--- src/rtl/spmz_consts.vh ---
// constants of the serial port block: modes, baud sources, bit counts
// assumes a single 20 MHz core clock
`ifndef SPMZ_CONSTS_VH
`define SPMZ_CONSTS_VH
`define SPMZ_MODE_SHIFT 2'h0
`define SPMZ_MODE_UART8 2'h1
`define SPMZ_MODE_UART9 2'h2
`define SPMZ_MODE_FIXED 2'h3
`define SPMZ_BSRC_TIMER1 1'h0
`define SPMZ_BSRC_BRGEN 1'h1
`define SPMZ_DATA_BITS 4'h8
`define SPMZ_FRAME_BITS 4'hA
`define SPMZ_M0_DIV 8'h10
`define SPMZ_M0_HALF 8'h08
`define SPMZ_OVS_COUNT 5'h10
`define SPMZ_OVS_MID 5'h08
`define SPMZ_FIX32_DIV 16'h0020
`define SPMZ_FIX16_DIV 16'h0010
`endif

--- src/rtl/spmz_buf2.v ---
// two-entry buffer with valid/ready on both sides
// assumes one clock and an asynchronous active-low reset
module spmz_buf2 (
    input wire clk_i,
    input wire rst_n_i,
    input wire [7:0] in_data_i,
    input wire in_valid_i,
    output wire in_ready_o,
    output wire [7:0] out_data_o,
    output wire out_valid_o,
    input wire out_ready_i
);
    reg [7:0] mem_q [0:1];
    reg wr_q;
    reg rd_q;
    reg [1:0] cnt_q;
    wire push;
    wire pop;
    assign in_ready_o = (cnt_q != 2'h2);
    assign out_valid_o = (cnt_q != 2'h0);
    assign out_data_o = mem_q[rd_q];
    assign push = in_valid_i && in_ready_o;
    assign pop = out_valid_o && out_ready_i;
    always @(posedge clk_i or negedge rst_n_i) begin
        if (!rst_n_i) begin
            wr_q <= 1'b0;
            rd_q <= 1'b0;
            cnt_q <= 2'h0;
            mem_q[0] <= 8'h00;
            mem_q[1] <= 8'h00;
        end else begin
            if (push) begin
                mem_q[wr_q] <= in_data_i;
                wr_q <= ~wr_q;
            end
            if (pop)
                rd_q <= ~rd_q;
            if (push && !pop)
                cnt_q <= cnt_q + 2'h1;
            else if (pop && !push)
                cnt_q <= cnt_q - 2'h1;
        end
    end
endmodule

--- src/rtl/spmz_serial_port.v ---
// serial port: shift-register mode 0, 10-bit asynchronous mode 1, fixed-rate mode 3
// assumes baud ticks from timer 1 or the baud generator (16x bit rate) come in on the core clock
`include "spmz_consts.vh"
module spmz_serial_port (
    input wire CLK_SYS_I,
    input wire RESETN_I,
    input wire [1:0] MODE_I,
    input wire BAUD_SRC_I,
    input wire FAST_I,
    input wire TIMER1_OVF_I,
    input wire BRGEN_TICK_I,
    input wire RX_ENABLE_I,
    input wire [7:0] TX_DATA_I,
    input wire TX_VALID_I,
    output reg TX_READY_O,
    output reg [7:0] RX_DATA_O,
    output reg RX_VALID_O,
    input wire RX_READY_I,
    input wire TX_DONE_CLR_I,
    input wire RX_DONE_CLR_I,
    output reg TX_DONE_O,
    output reg RX_DONE_O,
    output reg FRAME_ERR_O,
    output reg RECEIVED_NINTH_BIT_O,
    output reg IRQ_O,
    input wire RXD_I,
    output reg RXD_O,
    output reg RXD_OE_O,
    output reg TXD_O
);
    // ------------------------------------------------------------
    // pin synchroniser
    // ------------------------------------------------------------
    reg s1_q, s2_q, s3_q, rxd_q;
    always @(posedge CLK_SYS_I or negedge RESETN_I) begin
        if (!RESETN_I) begin
            s1_q <= 1'b1;
            s2_q <= 1'b1;
            s3_q <= 1'b1;
            rxd_q <= 1'b1;
        end else begin
            s1_q <= RXD_I;
            s2_q <= s1_q;
            s3_q <= s2_q;
            if (s2_q == s3_q)
                rxd_q <= s3_q;
        end
    end

    // ------------------------------------------------------------
    // baud tick selection
    // ------------------------------------------------------------
    reg [15:0] fix_q;
    wire [15:0] fix_div = FAST_I ? `SPMZ_FIX16_DIV : `SPMZ_FIX32_DIV;
    // compare with >= so a divider switch in mid-count cannot run the counter round
    wire fix_tick = (fix_q >= fix_div - 16'h0001);
    always @(posedge CLK_SYS_I or negedge RESETN_I) begin
        if (!RESETN_I)
            fix_q <= 16'h0000;
        else
            fix_q <= fix_tick ? 16'h0000 : fix_q + 16'h0001;
    end
    // timer 2 is deliberately not a source
    wire ovs_tick = (MODE_I == `SPMZ_MODE_FIXED) ? fix_tick :
                    (BAUD_SRC_I == `SPMZ_BSRC_BRGEN) ? BRGEN_TICK_I : TIMER1_OVF_I;
    wire is_m0 = (MODE_I == `SPMZ_MODE_SHIFT);
    // 9-bit mode not carried in this block; treated as off
    wire is_async = (MODE_I == `SPMZ_MODE_UART8) || (MODE_I == `SPMZ_MODE_FIXED);

    // ------------------------------------------------------------
    // transmit buffer (double buffering)
    // ------------------------------------------------------------
    wire [7:0] tb_data;
    wire tb_valid, tb_in_ready;
    reg tb_pop;
    spmz_buf2 u_txbuf (
        .clk_i(CLK_SYS_I), .rst_n_i(RESETN_I),
        .in_data_i(TX_DATA_I), .in_valid_i(TX_VALID_I), .in_ready_o(tb_in_ready),
        .out_data_o(tb_data), .out_valid_o(tb_valid), .out_ready_i(tb_pop)
    );

    // ------------------------------------------------------------
    // transmitter / mode 0 shifter
    // ------------------------------------------------------------
    localparam TS_IDLE = 3'b001;
    localparam TS_M0 = 3'b010;
    localparam TS_AS = 3'b100;
    reg [2:0] ts_q;
    reg [9:0] tsh_q;
    reg [3:0] tbit_q;
    reg [7:0] m0cnt_q;
    reg [4:0] tovs_q;
    reg tx_done_set, m0_rx_done, m0_rxmode_q;
    reg [7:0] m0_rxsh_q;
    wire m0_edge_lo = (m0cnt_q == `SPMZ_M0_HALF - 8'h01);
    wire m0_edge_hi = (m0cnt_q == `SPMZ_M0_DIV - 8'h01);
    always @(posedge CLK_SYS_I or negedge RESETN_I) begin
        if (!RESETN_I) begin
            ts_q <= TS_IDLE;
            tsh_q <= 10'h3FF;
            tbit_q <= 4'h0;
            m0cnt_q <= 8'h00;
            tovs_q <= 5'h00;
            tx_done_set <= 1'b0;
            m0_rx_done <= 1'b0;
            m0_rxmode_q <= 1'b0;
            m0_rxsh_q <= 8'h00;
            tb_pop <= 1'b0;
            TXD_O <= 1'b1;
            RXD_O <= 1'b1;
            RXD_OE_O <= 1'b0;
        end else begin
            tb_pop <= 1'b0;
            tx_done_set <= 1'b0;
            m0_rx_done <= 1'b0;
            case (ts_q)
                TS_IDLE: begin
                    TXD_O <= 1'b1;
                    RXD_OE_O <= 1'b0;
                    m0cnt_q <= 8'h00;
                    tbit_q <= 4'h0;
                    tovs_q <= 5'h00;
                    if (is_m0 && tb_valid && !tb_pop) begin
                        tsh_q <= {2'b11, tb_data};
                        tb_pop <= 1'b1;
                        m0_rxmode_q <= 1'b0;
                        RXD_OE_O <= 1'b1;
                        RXD_O <= tb_data[0];
                        ts_q <= TS_M0;
                    end else if (is_m0 && RX_ENABLE_I && !RX_DONE_O && !m0_rx_done) begin
                        // the done pulse blocks re-arming until the flag has landed
                        m0_rxmode_q <= 1'b1;
                        ts_q <= TS_M0;
                    end else if (is_async && tb_valid && !tb_pop) begin
                        tsh_q <= {1'b1, tb_data, 1'b0};
                        tb_pop <= 1'b1;
                        ts_q <= TS_AS;
                    end
                end
                TS_M0: begin
                    // clock low for 8, high for 8 core clocks
                    m0cnt_q <= m0_edge_hi ? 8'h00 : m0cnt_q + 8'h01;
                    if (m0_edge_lo)
                        TXD_O <= 1'b0;
                    if (m0_edge_hi) begin
                        TXD_O <= 1'b1;
                        tsh_q <= {1'b1, tsh_q[9:1]};
                        RXD_O <= tsh_q[1];
                        m0_rxsh_q <= {rxd_q, m0_rxsh_q[7:1]}; // lsb first
                        tbit_q <= tbit_q + 4'h1;
                        if (tbit_q == `SPMZ_DATA_BITS - 4'h1) begin
                            ts_q <= TS_IDLE;
                            RXD_OE_O <= 1'b0;
                            tx_done_set <= ~m0_rxmode_q;
                            m0_rx_done <= m0_rxmode_q;
                        end
                    end
                end
                TS_AS: begin
                    TXD_O <= tsh_q[0];
                    if (ovs_tick) begin
                        tovs_q <= tovs_q + 5'h01;
                        if (tovs_q == `SPMZ_OVS_COUNT - 5'h01) begin
                            tovs_q <= 5'h00;
                            tsh_q <= {1'b1, tsh_q[9:1]};
                            tbit_q <= tbit_q + 4'h1;
                            if (tbit_q == `SPMZ_FRAME_BITS - 4'h1) begin
                                ts_q <= TS_IDLE;
                                tx_done_set <= 1'b1;
                            end
                        end
                    end
                end
                default: ts_q <= TS_IDLE;
            endcase
        end
    end

    // ------------------------------------------------------------
    // mode 1 and mode 3 receiver
    // ------------------------------------------------------------
    localparam RS_IDLE = 3'b001;
    localparam RS_BITS = 3'b010;
    localparam RS_HOLD = 3'b100;
    reg [2:0] rs_q;
    reg [4:0] rovs_q;
    reg [3:0] rbit_q;
    reg [8:0] rsh_q;
    reg rxd_prev_q, as_rx_done;
    always @(posedge CLK_SYS_I or negedge RESETN_I) begin
        if (!RESETN_I) begin
            rs_q <= RS_IDLE;
            rovs_q <= 5'h00;
            rbit_q <= 4'h0;
            rsh_q <= 9'h000;
            rxd_prev_q <= 1'b1;
            as_rx_done <= 1'b0;
            FRAME_ERR_O <= 1'b0;
            RECEIVED_NINTH_BIT_O <= 1'b0;
        end else begin
            rxd_prev_q <= rxd_q;
            as_rx_done <= 1'b0;
            case (rs_q)
                RS_IDLE: begin
                    rovs_q <= 5'h00;
                    rbit_q <= 4'h0;
                    if (is_async && RX_ENABLE_I && rxd_prev_q && !rxd_q)
                        rs_q <= RS_BITS; // start edge
                end
                RS_BITS: if (ovs_tick) begin
                    rovs_q <= rovs_q + 5'h01;
                    if (rovs_q == `SPMZ_OVS_MID - 5'h01) begin
                        if (rbit_q == 4'h0 && rxd_q)
                            rs_q <= RS_IDLE; // false start
                        else if (rbit_q == `SPMZ_FRAME_BITS - 4'h1) begin
                            RECEIVED_NINTH_BIT_O <= rxd_q;
                            FRAME_ERR_O <= ~rxd_q;
                            rsh_q <= {rxd_q, rsh_q[8:1]};
                            as_rx_done <= 1'b1;
                            rs_q <= RS_HOLD;
                        end else
                            rsh_q <= {rxd_q, rsh_q[8:1]}; // centre sample
                    end
                    if (rovs_q == `SPMZ_OVS_COUNT - 5'h01) begin
                        rovs_q <= 5'h00;
                        rbit_q <= rbit_q + 4'h1;
                    end
                end
                RS_HOLD: if (rxd_q)
                    rs_q <= RS_IDLE;
                default: rs_q <= RS_IDLE;
            endcase
        end
    end

    // ------------------------------------------------------------
    // receive data stage and flags
    // ------------------------------------------------------------
    wire rx_done_set = m0_rx_done | as_rx_done;
    // the stop bit sits in rsh_q[8] once the frame is done
    wire [7:0] rx_word = m0_rx_done ? m0_rxsh_q : rsh_q[7:0];
    always @(posedge CLK_SYS_I or negedge RESETN_I) begin
        if (!RESETN_I) begin
            RX_DATA_O <= 8'h00;
            RX_VALID_O <= 1'b0;
            TX_DONE_O <= 1'b0;
            RX_DONE_O <= 1'b0;
            IRQ_O <= 1'b0;
            TX_READY_O <= 1'b0;
        end else begin
            TX_READY_O <= tb_in_ready;
            if (rx_done_set) begin
                RX_DATA_O <= rx_word;
                RX_VALID_O <= 1'b1;
            end else if (RX_READY_I)
                RX_VALID_O <= 1'b0;
            // set wins over clear
            TX_DONE_O <= tx_done_set | (TX_DONE_O & ~TX_DONE_CLR_I);
            RX_DONE_O <= rx_done_set | (RX_DONE_O & ~RX_DONE_CLR_I);
            IRQ_O <= tx_done_set | rx_done_set | (TX_DONE_O & ~TX_DONE_CLR_I) | (RX_DONE_O & ~RX_DONE_CLR_I);
        end
    end
endmodule

--- config.mk ---
export PLATFORM = sky130hd
export DESIGN_NAME = spmz_serial_port
export DESIGN_NICKNAME = d
export VERILOG_FILES = /design/src/rtl/spmz_buf2.v /design/src/rtl/spmz_serial_port.v
export VERILOG_INCLUDE_DIRS = /design/src /design/src/rtl
export SDC_FILE = /design/constraint.sdc
export NUM_CORES = 1
export LEC_CHECK = 0
export ABC_AREA = 1
export BUFFER_PORTS_ARGS = -buffer_cell sky130_fd_sc_hd__buf_2
export CORE_UTILIZATION = 35
export DETAILED_ROUTE_END_ITERATION = 16
export PLACE_DENSITY = 0.6
export SYNTH_ARGS = -nofsm -noshare
export SYNTH_HDL_FRONTEND = slang
export SYNTH_SLANG_ARGS = --single-unit
--- constraint.sdc ---
create_clock -name CLK_SYS_I -period 2.4 [get_ports CLK_SYS_I]
set_clock_uncertainty 0.1 [all_clocks]
set_input_delay 0.24 -clock CLK_SYS_I [delete_from_list [all_inputs] [get_ports CLK_SYS_I]]
set_output_delay 0.24 -clock CLK_SYS_I [all_outputs]
set_load 0.005 [all_outputs]
==> metrics.cfg <==
[routing]
ant_nets = 0
wire_per_inst_um = 12.1
drt_iter0_markers = 250
vias = 4422
post-route-drc-count = 0
wl_mm = 11.7
routed_via_density = 4.58
drt-pass1-iter-count = 4

[synth]
syn_inst = 661
synth_cell_types = 43
yosysWarningCount = 0
yosysSeqAreaShare = 0.536
synth_top_family_by_area = simple AND/OR/NAND/NOR gates
synth_seq_cells = 122
yosys.area_share.simple = 0.255
netlist_top_cells_area = dfrtp_1, nand2_1, dfstp_2
synth_compound_area_frac = 0.0916
synth_xor_area_frac = 0.0199
avgSynthCellArea_um2 = 8.68
synth_top_area_cell = dfrtp_1
synth_fa_ha_area_frac = 0.0257
netlist_area_mm2 = 0.00573
yosys.area.top_type_share = 0.454
synth_mux_area_frac = 0

[pwr]
powerDensity_mw_per_mm2 = 844
vdd_drop_max_uv = 495
p_leak_nw = 3.40

[floorplan]
initial_core_util = 0.360
die_h_um = 130
io_pins = 40
die-area_mm2 = 0.0169
row_count = 46
coreArea_mm2 = 0.0159
die_x_um = 130

[critical_path]
r2r_cells = 8
reg2reg_to = tbit_q[2]
ff2ff_setup_slack_ps = 460
critical_path_required_ps = 2590
worstPathMaxFanout = 11
r2r_start = m0cnt_q[0]
startpoint = m0cnt_q[0]
critPathKind = register to register
critPathLaunchType = register
crit_arrival_ps = 2130
end_kind = register

[clock_network]
cts-root-buf = clkbuf_16
cts_buffers = 17
insertion_delay_ps = 420
cts_max_path_buffers = 2
clk_pin_slew_worst_paths_ps = 50
htreeDepth = 4
cts_tree = yes
clock-sinks = 122

[global_routing]
grt_max_degree = 65
grt_pass1_wl_mm = 20.1
antenna_found_initial = 0
overflow = 0
first_global_vias = 4334
grt_util_all_layers = 0.154

[timing]
max_freq_mhz = 515
tns_ps = 0
fin_crit_sh = 0.808
min_period_ps = 1940
setup_violations = 0
setup_slack_ps = 460
relSlewSlack = 0.622
rsz0062_at_grt = false
hold_slack_ps = 27.1
hold_violations = 0
drv_slew = 0
tightest_slew_ps = 567

[place]
dp_hpwl_mm = 8.14
gp_congestion = 0.767
placed_area_mm2 = 0.00622
port_buffers = 39
place_ws_ps = 454

[cells_and_area]
final_util = 0.435
regArea_mm2 = 0.00308
n_fill_cell = 1599
fin_nets = 769
antennaDiodeCount = 0
drive_gt1_frac = 0.160
area_delta_synth_final_pct = 20.8
multi_input_area_mm2 = 0.00228
final_area_mm2 = 0.00693

[min_path]
min-delay-start = TX_DATA_I[3]
hold_path_class = primary input to register
hold_end = u_txbuf.mem_q[11]
min_delay_path_depth = 3

[run]
drv_cap = 0

[status]
status = finished clean

[Yosys cell counts (all sizes together)]
cell type / instances
clkbuf: 5
nand4: 12
or2: 9
nand2: 192
dfstp: 18
nor3: 4
buf: 8
xnor2: 2
maj3: 1
nand3: 56
o32ai: 1
o21ai: 63
o21a: 1
o31ai: 1
inv: 83
nand3b: 2
a31oi: 9
a41oi: 1
ha: 11
nor2: 44
xor2: 11
o22ai: 12
nor4: 1
clkinv: 1
nor3b: 2
dfrtp: 104
a32o: 1
a21oi: 5
conb: 1
[sequential cells by signal, indices dropped and copies added, names as in the netlist, 2 cells and up]
| name | count |
|---|---|
| rbit_q | 4 |
| ts_q | 3 |
| rsh_q | 9 |
| rs_q | 3 |
| RX_DATA_O | 8 |
| m0cnt_q | 8 |
| tbit_q | 4 |
| fix_q | 16 |
| rovs_q | 5 |
| u_txbuf.cnt_q | 2 |
| tsh_q | 9 |
| m0_rxsh_q | 8 |
| tovs_q | 5 |
| u_txbuf.mem_q | 16 |
[worst max path at each step]
stage                 to  slack [ps]  cells past startpoint
6_report       tbit_q[2]         460                      8
5_1_grt        tbit_q[1]         210                      8
4_1_cts        tbit_q[2]         440                      8
3_5_place_dp   tbit_q[2]         450                      8
3_3_place_gp   tbit_q[3]         490                      8
2_1_floorplan   tsh_q[0]         720                     11
[worst max-delay path: stages, from the launching register on]
cell and delay, ps:
dfrtp_1 370, ha_1 240, nand3_4 120, o21ai_4 260, nand2_4 70, nor2_4 250
nand2_1 240, nand2_1 100, o21ai_1 60
[power breakdown]
part / switching (W) / total, W / internal, W / leakage, nW
registers: 0.000136 / 0.00243 / 0.00229 / 1.54
logic: 0.000591 / 0.000902 / 0.000312 / 1.58
clock network: 0.000932 / 0.00252 / 0.00159 / 0.277
[layout by cell type, fill, tap and decap left out, types with 12 or more instances in the layout]
cell	n
inv_1	82
buf_2	38
nor2_1	39
o21ai_1	15
dlygate4sd3_1	13
o21ai_0	47
o22ai_1	12
nand2_1	187
nand3_1	51
dfrtp_1	104
clkbuf_16	17
nand4_1	12
dfstp_2	18
[cell families (layout without fill, tap and decap cells)]
family | after synthesis | count (layout)
other | 1 | 10
XOR/XNOR | 13 | 13
flip-flops | 122 | 122
AO/OA/AOI/OAI | 94 | 94
AND/OR/NAND/NOR | 322 | 322
adder cells (fa/ha/maj) | 12 | 12
buffers and inverters | 97 | 176
[per-layer routing]
layer  global-route usage  vias to the layer above  routed length, um
met5                    0                        -                  0
met4               0.0643                        0                172
met3               0.0390                       16                348
met2                0.258                       46               5590
met1                0.190                     2082               5540
li1                     -                     2278                  -
[repair_timing]
item	4_1_cts	5_1_grt
buffers inserted	0	0
gates resized for setup	0	0
hold endpoints to repair	42	0
hold buffers	13	0
[through the flow]
stage	power [W]	std cells
after floorplan	0.00311	670
after CTS	0.00592	965
after global routing	0.00618	965
after global placement	0.00333	920
after detailed placement	0.00335	920
final	0.00585	965
[layout make-up]
| type | instances | area share |
|---|---|---|
| Multi-Input combinational cell | 451 | 0.330 |
| Clock buffer | 22 | 0.0670 |
| Timing Repair Buffer | 60 | 0.0578 |
| Inverter | 84 | 0.0455 |
| Tap cell | 216 | 0.0390 |
| Sequential cell | 122 | 0.444 |
| Clock inverter | 10 | 0.0172 |
No activity file was read; power rests on OpenSTA's default activity.
